<file path="src/hw/rtc_cfg_defs.svh">
`ifndef RTC_CFG_DEFS_SVH
`define RTC_CFG_DEFS_SVH

// Word byte addresses on the register bus.
`define OFS_CFG 4'h0
`define OFS_PAD 4'h4
`define OFS_VAL 4'h8
`define OFS_KEY 4'hC

// Configuration and pad register bit positions.
`define BIT_EN 15
`define BIT_WREN 13
`define BIT_SYNC 12
`define BIT_HALF 11
`define BIT_OE 10
`define BIT_PTR_HI 9
`define BIT_PTR_LO 8
`define BIT_SECSEL 1
`define BIT_TTL 0

// Reset values.
`define CFG_RESET 16'h0000
`define PAD_RESET 2'h0

// Unlock key bytes.
`define KEY_FIRST 8'h55
`define KEY_SECOND 8'hAA

// Timekeeping counts in timekeeping clock pulses and half seconds.
`define HALF_TICKS 16'sh4000
`define SYNC_WINDOW 16'sh0020
`define HALVES_PER_MIN 7'h77
`define TRIM_STEP 16'sh0004

`endif

</file>
<file path="src/hw/rtc_cfg_pkg.sv">
package rtc_cfg_pkg;

  typedef enum logic [1:0] {KEY_IDLE, KEY_GOT_FIRST, KEY_ARMED} key_state_t;

  typedef struct packed {
    logic calendar_module_enable;
    logic value_write_enable;
    logic rollover_sync_flag;
    logic half_second_status;
    logic calendar_output_enable;
    logic [1:0] value_window_pointer;
    logic [7:0] trim;
  } cfg_t;

  typedef struct packed {
    cfg_t cfg;
    logic seconds_tick_select;
    logic parallel_port_ttl_select;
    key_state_t key;
    logic signed [15:0] ticks;
    logic [6:0] halves;
    logic [3:0][15:0] vals;
    logic ack;
    logic [31:0] dat;
    logic pin;
  } state_t;

endpackage : rtc_cfg_pkg

</file>
<file path="src/hw/rtc_config_write_lock.sv">
// What this block does
// [RULE1] Writes to the value window are dropped unless the value write enable bit 13 is set.
// [RULE2] Bit 13 can be set only by the access right after the 55h then AAh key writes.
// [RULE3] Software should keep bit 13 cleared whenever it is not updating the time.
// [RULE4] Bit 15 enables the calendar module and is writable only while bit 13 is 1.
// [RULE5] Read-only bit 11 is 1 in the second half of each second and 0 in the first half.
// [RULE6] A write to the low byte of the minutes and seconds value clears bit 11.
// [RULE7] Bit 10 drives the calendar output pin when 1 and holds it off when 0.
// [RULE8] The pointer in bits 9-8 counts down on each high window byte access and stops at 00.
// [RULE9] Pointer 00 selects minutes and seconds, 01 weekday and hours, 10 month and day, 11 year.
// [RULE10] The configuration register resets to zero on power-on reset only.
// [RULE11] Positive trim adds 4 timekeeping pulses per minute per step, up to 508.
// [RULE12] Negative trim subtracts 4 pulses per minute per step, down to 512.
// [RULE13] A read of either window byte also counts the pointer down.
// [RULE14] Pad bit 1 picks the seconds clock or the alarm pulse for the pin, gated by bit 10.
// [RULE15] Read-only bit 12 is set while a rollover ripple may disturb window reads.
// [RULE16] Bit 14 and pad bits 15-2 read as zero.
`timescale 1ns/1ps
`include "rtc_cfg_defs.svh"

module rtc_config_write_lock
  import rtc_cfg_pkg::*;
(
  input wire logic CLK,
  input wire logic SRST,
  input wire logic [3:0] WB_ADR_I,
  input wire logic [31:0] WB_DAT_I,
  input wire logic [3:0] WB_SEL_I,
  input wire logic WB_WE_I,
  input wire logic WB_CYC_I,
  input wire logic WB_STB_I,
  output logic [31:0] WB_DAT_O,
  output logic WB_ACK_O,
  input wire logic TICK_IN,
  input wire logic ALARM_PULSE,
  output logic CAL_OUT
);

  state_t r;
  state_t next_r;

  logic take;
  logic wr;
  logic rd;
  logic [3:0] adr;
  assign take = WB_CYC_I && WB_STB_I && !r.ack;
  assign wr = take && WB_WE_I;
  assign rd = take && !WB_WE_I;
  assign adr = {WB_ADR_I[3:2], 2'b00};

  always_comb begin
    logic [15:0] cfg_word;
    logic [15:0] win;
    logic win_hi_wr;
    logic win_lo_wr;
    logic half_event;
    logic minute_end;
    cfg_word = 16'h0000;
    win = 16'h0000;
    win_hi_wr = 1'b0;
    win_lo_wr = 1'b0;
    half_event = 1'b0;
    minute_end = 1'b0;
    next_r = r;
    next_r.ack = take;
    next_r.dat = 32'h0000_0000;

    // Timekeeping phase runs only while the module is enabled.
    if (r.cfg.calendar_module_enable && TICK_IN) begin
      half_event = r.ticks >= (`HALF_TICKS - `TRIM_STEP / `TRIM_STEP);
      if (half_event) begin
        next_r.cfg.half_second_status = !r.cfg.half_second_status; // RULE5
        minute_end = r.cfg.half_second_status && (r.halves == `HALVES_PER_MIN);
        next_r.halves = minute_end ? 7'h00 : r.halves + 7'h01;
        // The trim preloads the pulse counter once per minute, so a positive step
        // shortens the minute by four pulses and a negative one lengthens it.
        next_r.ticks = minute_end ? 16'(`TRIM_STEP * $signed(r.cfg.trim)) : 16'sh0000; // RULE11 RULE12
      end else begin
        next_r.ticks = r.ticks + 16'sh0001;
      end
    end
    next_r.cfg.rollover_sync_flag = r.cfg.calendar_module_enable && r.cfg.half_second_status
      && (r.ticks >= `HALF_TICKS - `SYNC_WINDOW); // RULE15

    // Pointer 11 has no high byte, so it reads as zero.
    win = r.vals[r.cfg.value_window_pointer]; // RULE9
    if (r.cfg.value_window_pointer == 2'b11) begin
      win[15:8] = 8'h00;
    end

    // Any bus access closes the unlock window; only a key write reopens a stage.
    if (take) begin
      next_r.key = KEY_IDLE;
      if (wr && adr == `OFS_KEY && WB_SEL_I[0]) begin
        if (WB_DAT_I[7:0] == `KEY_FIRST) begin
          next_r.key = KEY_GOT_FIRST;
        end else if (WB_DAT_I[7:0] == `KEY_SECOND && r.key == KEY_GOT_FIRST) begin
          next_r.key = KEY_ARMED;
        end
      end
    end

    case (adr)
      `OFS_CFG: begin
        cfg_word = {r.cfg.calendar_module_enable, 1'b0, r.cfg.value_write_enable,
          r.cfg.rollover_sync_flag, r.cfg.half_second_status, r.cfg.calendar_output_enable,
          r.cfg.value_window_pointer, r.cfg.trim}; // RULE16
        if (rd) begin
          next_r.dat = {16'h0000, cfg_word};
        end
        if (wr && WB_SEL_I[1]) begin
          if (r.cfg.value_write_enable) begin
            next_r.cfg.calendar_module_enable = WB_DAT_I[`BIT_EN]; // RULE4
          end
          if (!WB_DAT_I[`BIT_WREN]) begin
            next_r.cfg.value_write_enable = 1'b0;
          end else if (r.key == KEY_ARMED) begin
            next_r.cfg.value_write_enable = 1'b1; // RULE2
          end
          next_r.cfg.calendar_output_enable = WB_DAT_I[`BIT_OE];
          next_r.cfg.value_window_pointer = WB_DAT_I[`BIT_PTR_HI:`BIT_PTR_LO];
        end
        if (wr && WB_SEL_I[0]) begin
          next_r.cfg.trim = WB_DAT_I[7:0];
        end
      end
      `OFS_PAD: begin
        if (rd) begin
          next_r.dat = {30'h0000_0000, r.seconds_tick_select, r.parallel_port_ttl_select}; // RULE16
        end
        if (wr && WB_SEL_I[0]) begin
          next_r.seconds_tick_select = WB_DAT_I[`BIT_SECSEL];
          next_r.parallel_port_ttl_select = WB_DAT_I[`BIT_TTL];
        end
      end
      `OFS_VAL: begin
        win_hi_wr = wr && WB_SEL_I[1];
        win_lo_wr = wr && WB_SEL_I[0];
        if (rd) begin
          next_r.dat = {16'h0000, win};
        end
        if (r.cfg.value_write_enable) begin // RULE1
          if (win_hi_wr && r.cfg.value_window_pointer != 2'b11) begin
            next_r.vals[r.cfg.value_window_pointer][15:8] = WB_DAT_I[15:8];
          end
          if (win_lo_wr) begin
            next_r.vals[r.cfg.value_window_pointer][7:0] = WB_DAT_I[7:0];
            if (r.cfg.value_window_pointer == 2'b00) begin
              next_r.cfg.half_second_status = 1'b0; // RULE6
              next_r.ticks = 16'sh0000;
            end
          end
        end
        // The core cannot tell a byte read from a word read, so every read counts.
        if ((rd || win_hi_wr) && r.cfg.value_window_pointer != 2'b00) begin
          next_r.cfg.value_window_pointer = r.cfg.value_window_pointer - 2'b01; // RULE8 RULE13
        end
      end
      default: begin
      end
    endcase

    next_r.pin = r.cfg.calendar_output_enable // RULE7
      && (r.seconds_tick_select ? r.cfg.half_second_status : ALARM_PULSE); // RULE14
  end

  always_ff @(posedge CLK) begin
    if (SRST) begin
      r <= '0; // RULE10
    end else begin
      r <= next_r;
    end
  end

  assign WB_ACK_O = r.ack;
  assign WB_DAT_O = r.dat;
  assign CAL_OUT = r.pin;

  AST_LOCKED_WRITE: assert property (@(posedge CLK) disable iff (SRST) // RULE1
    (wr && adr == `OFS_VAL && !r.cfg.value_write_enable) |=> $stable(r.vals))
    else $error("Value window changed while writes were locked.");

  AST_UNLOCK_NEEDS_KEY: assert property (@(posedge CLK) disable iff (SRST) // RULE2
    $rose(r.cfg.value_write_enable) |-> $past(r.key) == KEY_ARMED)
    else $error("Write enable was set without the key sequence.");

  AST_ENABLE_GUARD: assert property (@(posedge CLK) disable iff (SRST) // RULE4
    (wr && adr == `OFS_CFG && !r.cfg.value_write_enable) |=> $stable(r.cfg.calendar_module_enable))
    else $error("Module enable changed while locked.");

  AST_HALF_CLEAR: assert property (@(posedge CLK) disable iff (SRST) // RULE6
    (wr && adr == `OFS_VAL && WB_SEL_I[0] && r.cfg.value_write_enable
      && r.cfg.value_window_pointer == 2'b00) |=> !r.cfg.half_second_status)
    else $error("Half second status not cleared by seconds write.");

  AST_PIN_GATED: assert property (@(posedge CLK) disable iff (SRST) // RULE7
    !r.cfg.calendar_output_enable ##1 !$past(SRST) |-> !CAL_OUT)
    else $error("Output pin active while output enable is clear.");

  AST_PTR_DOWN: assert property (@(posedge CLK) disable iff (SRST) // RULE8
    (rd && adr == `OFS_VAL && r.cfg.value_window_pointer != 2'b00)
      |=> r.cfg.value_window_pointer == $past(r.cfg.value_window_pointer) - 2'b01)
    else $error("Pointer did not count down on window read.");

  AST_PTR_FLOOR: assert property (@(posedge CLK) disable iff (SRST) // RULE8
    (r.cfg.value_window_pointer == 2'b00 && !(wr && adr == `OFS_CFG))
      |=> r.cfg.value_window_pointer == 2'b00)
    else $error("Pointer left 00 without a reload.");

  AST_POR_CLEAR: assert property (@(posedge CLK) // RULE10
    SRST |=> (r.cfg == '0 && !CAL_OUT && !WB_ACK_O))
    else $error("Configuration not cleared by power-on reset.");

  AST_TRIM_LOAD: assert property (@(posedge CLK) disable iff (SRST) // RULE11
    (r.cfg.calendar_module_enable && TICK_IN && r.cfg.half_second_status
      && r.halves == `HALVES_PER_MIN && r.ticks >= `HALF_TICKS - 16'sh0001
      && !(wr && adr inside {`OFS_VAL, `OFS_CFG}))
      |=> r.ticks == 16'(`TRIM_STEP * $signed($past(r.cfg.trim))))
    else $error("Trim not applied at the minute boundary.");

  AST_ACK_ONE: assert property (@(posedge CLK) disable iff (SRST)
    WB_ACK_O |=> !WB_ACK_O)
    else $error("Acknowledge held for more than one cycle.");

  AST_ACK_FOLLOWS: assert property (@(posedge CLK) disable iff (SRST)
    take |=> WB_ACK_O)
    else $error("Accepted access was not acknowledged in the next cycle.");

  // The key checks guard the only path to the write enable, so a stray stage must never linger.
  AST_KEY_ARM: assert property (@(posedge CLK) disable iff (SRST) // RULE2
    (wr && adr == `OFS_KEY && WB_SEL_I[0] && WB_DAT_I[7:0] == `KEY_SECOND
      && r.key == KEY_GOT_FIRST) |=> r.key == KEY_ARMED)
    else $error("Second key byte did not arm the unlock.");

  AST_KEY_CLOSE: assert property (@(posedge CLK) disable iff (SRST) // RULE2
    (take && !(wr && adr == `OFS_KEY)) |=> r.key == KEY_IDLE)
    else $error("Unlock stage survived an unrelated access.");

  AST_WREN_CLEAR: assert property (@(posedge CLK) disable iff (SRST) // RULE1
    (wr && adr == `OFS_CFG && WB_SEL_I[1] && !WB_DAT_I[`BIT_WREN])
      |=> !r.cfg.value_write_enable)
    else $error("Write enable not cleared by a zero write.");

  AST_RUN_GATE: assert property (@(posedge CLK) disable iff (SRST) // RULE4
    (!r.cfg.calendar_module_enable && !(wr && adr == `OFS_VAL)) |=> $stable(r.ticks))
    else $error("Timekeeping advanced while the module was disabled.");

  AST_HALF_RO: assert property (@(posedge CLK) disable iff (SRST) // RULE5
    (!(r.cfg.calendar_module_enable && TICK_IN) && !(wr && adr == `OFS_VAL))
      |=> $stable(r.cfg.half_second_status))
    else $error("Half second status changed without a tick or a seconds write.");

  AST_HALF_TOGGLE: assert property (@(posedge CLK) disable iff (SRST) // RULE5
    (r.cfg.calendar_module_enable && TICK_IN && r.ticks >= `HALF_TICKS - 16'sh0001
      && !(wr && adr == `OFS_VAL))
      |=> r.cfg.half_second_status != $past(r.cfg.half_second_status))
    else $error("Half second status did not toggle at the half boundary.");

  AST_OE_WRITE: assert property (@(posedge CLK) disable iff (SRST) // RULE7
    (wr && adr == `OFS_CFG && WB_SEL_I[1])
      |=> r.cfg.calendar_output_enable == $past(WB_DAT_I[`BIT_OE]))
    else $error("Output enable did not take the written value.");

  AST_PTR_WRITE_DOWN: assert property (@(posedge CLK) disable iff (SRST) // RULE8
    (wr && adr == `OFS_VAL && WB_SEL_I[1] && r.cfg.value_window_pointer != 2'b00)
      |=> r.cfg.value_window_pointer == $past(r.cfg.value_window_pointer) - 2'b01)
    else $error("Pointer did not count down on high byte write.");

  AST_WIN_READ: assert property (@(posedge CLK) disable iff (SRST) // RULE9
    $past(rd && adr == `OFS_VAL && r.cfg.value_window_pointer == 2'b00)
      |-> WB_DAT_O[15:0] == $past(r.vals[0]))
    else $error("Pointer 00 did not return minutes and seconds.");

  AST_TRIM_WRITE: assert property (@(posedge CLK) disable iff (SRST) // RULE11
    (wr && adr == `OFS_CFG && WB_SEL_I[0]) |=> r.cfg.trim == $past(WB_DAT_I[7:0]))
    else $error("Trim did not take the written value.");

  AST_PIN_FOLLOW: assert property (@(posedge CLK) disable iff (SRST) // RULE14
    1'b1 |=> CAL_OUT == $past(r.cfg.calendar_output_enable
      && (r.seconds_tick_select ? r.cfg.half_second_status : ALARM_PULSE)))
    else $error("Output pin does not follow the selected source.");

  AST_PAD_WRITE: assert property (@(posedge CLK) disable iff (SRST) // RULE14
    (wr && adr == `OFS_PAD && WB_SEL_I[0])
      |=> r.seconds_tick_select == $past(WB_DAT_I[`BIT_SECSEL]))
    else $error("Seconds select did not take the written value.");

  AST_SYNC_IDLE: assert property (@(posedge CLK) disable iff (SRST) // RULE15
    !r.cfg.calendar_module_enable |=> !r.cfg.rollover_sync_flag)
    else $error("Sync flag set while the module was disabled.");

  // Software polls this flag before reading the window, so a late flag means torn reads.
  AST_SYNC_WINDOW: assert property (@(posedge CLK) disable iff (SRST) // RULE15
    (r.cfg.calendar_module_enable && r.cfg.half_second_status
      && r.ticks >= `HALF_TICKS - `SYNC_WINDOW) |=> r.cfg.rollover_sync_flag)
    else $error("Sync flag missing near a rollover.");

  AST_HIGH_ZERO: assert property (@(posedge CLK) disable iff (SRST) // RULE16
    1'b1 |-> WB_DAT_O[31:16] == 16'h0000)
    else $error("Upper read data half not zero.");

  AST_UNUSED_ZERO: assert property (@(posedge CLK) disable iff (SRST) // RULE16
    ($past(rd && adr == `OFS_CFG) |-> !WB_DAT_O[14])
      and ($past(rd && adr == `OFS_PAD) |-> WB_DAT_O[15:2] == 14'h0000))
    else $error("Unimplemented bits did not read as zero.");

endmodule : rtc_config_write_lock

</file>
<file path="config.mk">
export PLATFORM = sky130hd
export DESIGN_NAME = rtc_config_write_lock
export DESIGN_NICKNAME = d
export VERILOG_FILES = /design/src/hw/rtc_cfg_pkg.sv /design/src/hw/rtc_config_write_lock.sv
export VERILOG_INCLUDE_DIRS = /design/src /design/src/hw
export SDC_FILE = /design/constraint.sdc
export NUM_CORES = 1
export LEC_CHECK = 0
export ABC_AREA = 1
export BUFFER_PORTS_ARGS = -buffer_cell sky130_fd_sc_hd__buf_4
export CAP_MARGIN = 10
export CORE_MARGIN = 5
export CORE_UTILIZATION = 46
export CTS_CLUSTER_DIAMETER = 30
export CTS_CLUSTER_SIZE = 40
export DETAILED_ROUTE_END_ITERATION = 12
export GPL_TIMING_DRIVEN = 0
export PLACE_DENSITY = 0.7
export SYNTH_ARGS = -nofsm -noshare
export SYNTH_HDL_FRONTEND = slang
export SYNTH_SLANG_ARGS = --single-unit
</file>
<file path="constraint.sdc">
create_clock -name CLK -period 1.8 [get_ports CLK]
set_input_delay 0.27 -clock CLK [delete_from_list [all_inputs] [get_ports CLK]]
set_output_delay 0.27 -clock CLK [all_outputs]
set_load 0.005 [all_outputs]
</file>
-- Word level (Yosys, flattened, before mapping)
Cells that the tools add are included.
Widths: inputs -> output; s select.
- $add $sub $neg: 3
- magnitude comparators: 4
- equal/unequal tests: 13
- muxes and demuxes: 41
- reduce and logical (&&, ||, !) cells: 33
- operators by type and width (kind ; number):
    $mux 64 ; 4
    $mux 16 ; 10
    $bwmux 64 ; 2
    $demux 16 s2 ; 2
    $pmux 16 s3 ; 1
    $bmux 16 s2 ; 1
    $ge 16x15->1 const B ; 2
    $mux 23 ; 1
    $logic_and 1x1->1 ; 17
    $add 16x2->16 const B ; 1
    $mux 8 ; 2
    $mux 7 ; 2
    $mux 2 ; 6
    $reduce_and 2->1 ; 5
    $mux 1 ; 9
    $reduce_and 3->1 ; 3
    $eq 2x2->1 const B ; 4
    $eq 8x7->1 const B ; 1
    $eq 8x8->1 const B ; 1
    $add 7x1->7 const B ; 1
    $eq 7x7->1 const B ; 1
    $ne 2x2->1 const B ; 3
    $eq 2x1->1 const B ; 2
    $logic_not 4->1 ; 1
    9 further kinds ; 12
- bits in registers: 140
- input bits: 47
- output and inout bits: 34
- logic and storage cells: 113

-- Longest topological paths before layout
Gate-level depths: netlist (run 1).
- word-level depth: 10
- mapped depth: 10
- gate-level depth less buffers: 10

-- Worst setup path after synthesis (run 1)
Ideal clock, no wire load.
- path type: register to register
- start: reg r[133] in the netlist's numbering
- end: reg r[110] in the netlist's numbering
- library setup time: 0.117 ns
- arrival: 1.568 ns
- data required time: 1.683 ns
- slack: 0.115 ns
- stages on the path, launching flop included: 11
- buffers on the path: 3
- period minus slack after synthesis: 1.685 ns
- cells stage by stage: dfxtp_1 -> buf_2 -> inv_1 -> buf_2 -> buf_2 -> ha_1 -> nand3_2 -> nand2_2 -> inv_2 -> o21ai_0 -> nor2_1
- word-level cells in the longest chain between the ends: 5
- ends and longest elaborated chain (item ; line ; RTL):
    start, declared ; rtc_config_write_lock.sv:39 ; state_t r;
    start signal, assigned ; rtc_config_write_lock.sv:171 ; r <= next_r;
    $logic_not 2->1 ; rtc_config_write_lock.sv:148 ; if (r.cfg.value_window_pointer == 2'b00) begin
    $mux 16 ; rtc_config_write_lock.sv:148 ;
    $mux 16 ; rtc_config_write_lock.sv:146 ; if (win_lo_wr) begin
    $mux 16 ; rtc_config_write_lock.sv:142 ; if (r.cfg.value_write_enable) begin
    $mux 16 ; rtc_config_write_lock.sv:103 ; case (adr)
No other way between the ends.
A chain may end at the register's enable or synchronous reset.

-- Final worst setup path (run 1)
- start: reg r[133] in the netlist's numbering
- end: reg r[49] in the netlist's numbering
- word-level cells in the longest chain between the ends: 10
- elaborated cells between the ends (all ways): 14
- classes of those cells: order compare (2); eq/ne (1); mux (9); reduce/logical (2)
- ends and longest elaborated chain (item ; line ; RTL):
    $lt 2x3->1 (not written as such) / $ge 2x1->1 (equally long branches) ; rtc_config_write_lock.sv:144 ; next_r.vals[r.cfg.value_window_pointer][15:8] = WB_DAT_I[15:8];
    $logic_and 1x1->1 (not written as such) ; rtc_config_write_lock.sv:144 ;
    $mux 16 (not written as such) ; rtc_config_write_lock.sv:144 ;
    $demux 16 s2 ; rtc_config_write_lock.sv:144 ;
    $bwmux 64 ; rtc_config_write_lock.sv:144 ;
    $mux 64 ; rtc_config_write_lock.sv:143 ; if (win_hi_wr && r.cfg.value_window_pointer != 2'b11) begin
    $mux 64 ; rtc_config_write_lock.sv:142 ;
    $mux 64 ; rtc_config_write_lock.sv:103 ;
    $bwmux 64 ; rtc_config_write_lock.sv:147 ; next_r.vals[r.cfg.value_window_pointer][7:0] = WB_DAT_I[7:0];
    $mux 64 (*) ; rtc_config_write_lock.sv:146 ;
Mark *: on every way between the ends. The rest lies on a longest branch, timed or not. The select of a mux whose other input is x is not followed.

==> results.cfg, run 1 <==
[detailed_routing]
ant_nets = 0
vias = 5902
totalWireLength_mm = 17.0
wl_met2_mm = 7.51
top_layer = met4
drcViolationCount = 0
viasPerCell = 5.20
wirelength_met1_mm = 7.73
wl_met3_mm = 1.29
first_pass_iters = 5
wl_per_cell_um = 15.0
drt_iter0_drc = 518

[synthesis]
yosysWarnings = 0
synthesis.area_mm2 = 0.00613
syn_area_per_cell_um2 = 7.05
yosysTopAreaCellShare = 0.405
synth_commonest_cells = nand2_1 (139), nor2_1 (136), dfxtp_1 (124), o21ai_0 (94), a21oi_1 (93)
seq_area_frac_synth = 0.405
synth_seq_cells = 124
synth_most_common_cell = nand2_1
yosysUniqueCellTypes = 40
ys.flop_type = dfxtp_1
synth_top_area_cell = dfxtp_1
synthCells = 870
synth-edff-count = 0
synthTopCellsByArea = dfxtp_1 (40%), nand2_1 (8.5%), nor2_1 (8.3%)
async_flop_share = 0

[setup_path]
startpoint_type = register
crit_type = reg2reg
cp-startpoint = r[133]
reg2reg_depth = 9
critPathMaxFanout = 11
endpoint_kind = register
worstReg2RegStart = r[133]
worst_ep_required_time_ps = 2110
cp.arrival_ps = 1990

[cells_and_area]
area_delta_synth_final_pct = 20.6
drive_above_1_share = 0.169
antenna_cells = 0
fin_nets = 999

[cts]
hold_buffers = 0
clock-root-buffer = clkbuf_16
clockBufferDepth = 2
cts.htree.levels = 4
cts_tree = yes
cts_setup_buffers = 0
clk_latency_ps = 420
clkTransAtPathRegs_ps = 60
cts_buffers = 17
cts.sinks = 124

[floorplanning]
start_util = 0.467
pin_count = 81
core_mm2 = 0.0131
num_rows = 42
fp.dieArea_mm2 = 0.0157
die_h_um = 125
die_w_um = 125

[power_and_ir_drop]
p_leak_uw = 0.00299
ir_drop_uv = 675
power.density_mw_per_mm2 = 861

[place]
gp_congestion = 0.897
pre_cts_slack_ps = -433
hpwl_mm = 12.2
place.port_buffers = 42

[sta]
fin_worst_skew_ps = 7.00
fin_crit_ps = 1680
clock.fmax_mhz = 595
slew_headroom = 0.594
finalHoldViolCount = 0
final_max_slew_viol_count = 0
finalHoldWorstSlack_ps = 85.2
finalCritPeriodShare = 0.933
setup_slack_ps = 120
tightestPinTransition_ps = 610
setup_viol = 0

[global_routing]
grt_pass1_vias = 5540
grt_util_all_layers = 0.220
grt_overflow_total = 0
grt_pass1_wl_mm = 28.0
grt_antenna_before_repair = 0
grt_max_degree = 20

[run]
drv_cap = 0

[worst_hold_path]
hp-class = in2reg
worstHoldPathCells = 2
hold_start = SRST

[status]
status = complete, no violations
==> registers in the layout, indices dropped and copies added, names as in the netlist <==
signal    flops
WB_DAT_O     16
CAL_OUT       1
r           106
WB_ACK_O      1
==> path summary, 6_finish.rpt <==
check	endpoint	slack (ps)
hold reg to reg	r[96]	420
setup / recovery	r[49]	120
setup reg to reg	r[49]	120
hold / removal	r[73]	90
==> layout make-up <==
| type | instances | area, um^2 |
|---|---|---|
| Multi-Input combinational cell | 605 | 3010 |
| Inverter | 89 | 347 |
| Clock inverter | 7 | 88.8 |
| Tap cell | 176 | 220 |
| Sequential cell | 124 | 2490 |
| Timing Repair Buffer | 42 | 315 |
| Fill cell | 1295 | 5740 |
| Clock buffer | 25 | 475 |
| Buffer | 66 | 454 |
==> critical path: stages, from the launching register on <==
cell     delay (ps)
dfxtp_2         330
buf_6           140
inv_1            80
buf_6           150
buf_8           170
ha_4            190
nand3_4         140
buf_6           190
o21ai_1         110
a21oi_1          50
==> cells in the final DEF (no fill, tap or decap), drive strengths merged, types with 2 or more instances in the layout <==
| master | n |
|---|---|
| a211oi | 2 |
| a21oi | 93 |
| buf | 88 |
| bufinv | 2 |
| clkbuf | 45 |
| clkinv | 6 |
| conb | 16 |
| dfxtp | 124 |
| ha | 7 |
| inv | 88 |
| nand2 | 145 |
| nand3 | 60 |
| nand4 | 10 |
| nor2 | 144 |
| nor4 | 3 |
| o211ai | 4 |
| o21ai | 103 |
| o21bai | 2 |
| o22ai | 5 |
| xor2 | 5 |
==> per-layer routing <==
layer	up-vias	track usage
met5	-	0
met1	2710	0.295
met2	209	0.333
met4	0	0.0989
li1	2949	-
met3	34	0.0559
==> kinds of logic after synthesis <==
logic type | count (synthesis) | share of synthesized area
adder cells (fa/ha/maj) | 7 | 0.0143
XOR/XNOR | 6 | 0.00857
other | 1 | 0.000612
AND/OR/NAND/NOR | 366 | 0.268
flip-flops | 124 | 0.405
AO/OA/AOI/OAI | 210 | 0.179
buffers and inverters | 156 | 0.124
==> per-stage QoR <==
stage,power (uW),setup TNS (ps),cell area [um^2],utilization,instances
after global routing,6570,-8.40,7400,0.563,1134
after CTS,6400,0,7320,0.557,1134
final,6370,0,7400,0.563,1134
after detailed placement,3110,-16070,6720,0.512,1103
after floorplan,2980,0,6190,-,885
after global placement,3110,-14190,6720,0.512,1103
==> report_power, final <==
group	switching, uW	internal, uW
sequential	3.94	2750
clock	1200	2100
combinational	201	108
total	1410	4960
==> timing repair <==
item / in CTS / in global routing
pin swaps: 0 / 4
gates resized for setup: 12 / 26
setup endpoints to repair: 69 / 81
(Power assumes the default switching activity.)
==> inputs of run 2 (changes only) <==
--- a/config.mk
+++ b/config.mk
@@ -6,7 +6,6 @@
 export SDC_FILE = /design/constraint.sdc
 export NUM_CORES = 1
 export LEC_CHECK = 0
-export ABC_AREA = 1
 export BUFFER_PORTS_ARGS = -buffer_cell sky130_fd_sc_hd__buf_4
 export CAP_MARGIN = 10
 export CORE_MARGIN = 5
==> run 2 against run 1 <==
  * Non-clock buffer count is 16 higher
  * Die area is 5.2% lower
  * Total power is 3.2% lower
  * Clock-buffer cell count is 6 lower
  * Largest power group unchanged
  * The flow now finishes with violations (setup timing)
  * Setup slack worse by 120 ps
  * Clock power is 5% lower
  * Register-to-register slack worse by 120 ps
  * Area after synthesis is 5.7% lower
  * Flip-flop and latch count stayed put
  * Via count is 15% lower
  * Design area is 0.95% lower
==> results.cfg, run 2 <==
[status]
status = complete, but fails checks
violations = setup timing

[cells_and_area]
final_common_cell = dfxtp_1
largest_register_ffs = 106
fin_nets = 763
area_delta_synth_final_pct = 26.6
final_cell_mix = dfxtp_1 (109), buf_4 (92), nor2_1 (70), a21oi_1 (52), nand2_1 (51)
final_util = 0.588
fin_area_mm2 = 0.00733
drive_above_1_share = 0.302
antenna_cells = 0
regMostFlops = r
fill_cells = 1065

[synthesis]
synthSimpleGateAreaFrac = 0.221
syn_area_per_cell_um2 = 9.28
synth_most_common_cell = dfxtp_1
yosysUniqueCellTypes = 64
seq_area_frac_synth = 0.429
synth-xor-area-share = 0.0136
yosysWarnings = 0
synth_top_family_by_area = simple AND/OR/NAND/NOR gates
synthTopCellsByArea = dfxtp_1 (43%), mux2i_1 (6.2%), mux4_2 (6.2%)
synthesis.area_mm2 = 0.00578
synth-adder-area-share = 0.0151
synth_seq_cells = 124
synth_compound_area_frac = 0.117
synth_top_area_cell = dfxtp_1
yosysTopAreaCellShare = 0.429
synth-edff-count = 0
muxShareOfSynthArea = 0.125
synth_commonest_cells = dfxtp_1 (124), nor2_1 (74), nand2_1 (55), a21oi_1 (53), nand3_1 (46)
ys.flop_type = dfxtp_1
synthCells = 623
async_flop_share = 0

[cts]
cts.htree.levels = 4
hold_buffers = 0
clkTransAtPathRegs_ps = 60
clockBufferDepth = 2
cts_tree = yes
cts_buffers = 17
clock-root-buffer = clkbuf_16
cts.sinks = 124
clk_latency_ps = 420

[power_and_ir_drop]
p_leak_uw = 0.00301
p_int_uw = 4680
p_sw_uw = 1480
ir_drop_uv = 679
power.density_mw_per_mm2 = 842
p_sw_frac = 0.241
p_comb_frac = 0.046
pwr-share-seq = 0.445
clockPowerShare = 0.509

[floorplanning]
core_mm2 = 0.0125
die_w_um = 122
num_rows = 41
die_h_um = 122
start_util = 0.464
pin_count = 81
fp.dieArea_mm2 = 0.0149

[detailed_routing]
viasPerCell = 5.64
first_pass_iters = 5
wl_per_cell_um = 17.8
vias = 5041
totalWireLength_mm = 15.9
drt_iter0_drc = 619
drcViolationCount = 0
ant_nets = 0

[setup_path]
path_cells = ha_4 > nand4_4 > o41a_1 > buf_6 > a21o_1 > a32o_1
cp.arrival_ps = 2110
crit_slowest_cell = o41a_1
startpoint_type = register
critPathMaxFanout = 4
endpoint_kind = register
crit_type = reg2reg
cp_slowest_stage_delay_ps = 470
worst_ep_required_time_ps = 2100

[place]
place.port_buffers = 40
hpwl_mm = 11.0
gp_congestion = 0.868
pre_cts_slack_ps = -585
placed_area_mm2 = 0.00644

[sta]
fin_crit_ps = 1800
tightestPinTransition_ps = 663
slew_headroom = 0.554
setup_viol = 1
clock.fmax_mhz = 555
finalCritPeriodShare = 1.00
rsz0062_at_grt = yes
final_max_slew_viol_count = 0
fin_worst_skew_ps = 8.33
finalHoldViolCount = 0
finalHoldWorstSlack_ps = 109
setup_slack_ps = -2.47

[global_routing]
grt_pass1_vias = 5043
grt_util_all_layers = 0.221
grt_pass1_wl_mm = 25.8
grt_antenna_before_repair = 0
grt_overflow_total = 0
grt_max_degree = 19

[run]
drv_cap = 0

[worst_hold_path]
hp-class = in2reg
run 2: cells by family (layout without fill, tap and decap cells):
kind of cell,after synthesis,in the layout
flops,124,124
compound gates,106,106
mux,52,52
simple gates,247,247
fa+ha+maj,7,7
xor+xnor,9,9
buf+inv,77,161
other cells,1,16
run 2: area by class of cell:
class	instances	area, um^2	area share
inverter	5	26.3	0.00359
tap	172	215	0.0294
timing repair buffer	61	490	0.0670
multi-input combinational	437	3090	0.422
clock inverter	13	93.8	0.0128
sequential	124	2520	0.344
buffer	63	440	0.0601
clock buffer	19	453	0.0618
run 2: worst max-delay path: cells and delay by family, from the launching register on:
kind	cells	cell delay (ps)
compound gates	3	870
flops	1	370
buf+inv	1	160
fa+ha+maj	1	150
simple gates	1	140
run 2: worst paths after layout:
kind / from / end / slack, ps / cells after the start
worst min-delay path: WB_DAT_I[12] / r[78] / 110 / 3
worst max-delay path: r[106] / r[116] / -2 / 6
worst max register to register: r[106] / r[116] / -2 / 6
worst min register to register: r[72] / r[72] / 450 / 2
run 2: per-stage QoR:
step / TNS [ps] / power [uW] / instances
after floorplan: -630 / 2960 / 638
after detailed placement: -26370 / 3080 / 850
after global routing: -180 / 6350 / 894
after CTS: -17.1 / 6180 / 890
final: -2.47 / 6170 / 894
after global placement: -24430 / 3080 / 850
run 2: power by group through the flow:
stage | Combinational (uW) | Sequential (uW) | Clock, uW
after global placement | 265 | 2810 | 0
after CTS | 277 | 2750 | 3160
after global routing | 311 | 2740 | 3300
after floorplan | 151 | 2810 | 0
after detailed placement | 267 | 2810 | 0
final | 287 | 2740 | 3140
run 2: timing repair:
item,CTS,global route
gates cloned,0,0
setup endpoints to repair,74,81
pin swaps,7,16
setup buffers,13,8
gates resized for setup,37,45
run 2: layer usage:
metal	track usage	wire length [um]	share of wire	vias to the layer above
met5	0	0	0	-
met4	0.0791	275	0.017	0
met3	0.0529	1110	0.070	28
met2	0.365	7770	0.49	213
met1	0.282	6730	0.42	2452
li1	-	-	-	2348
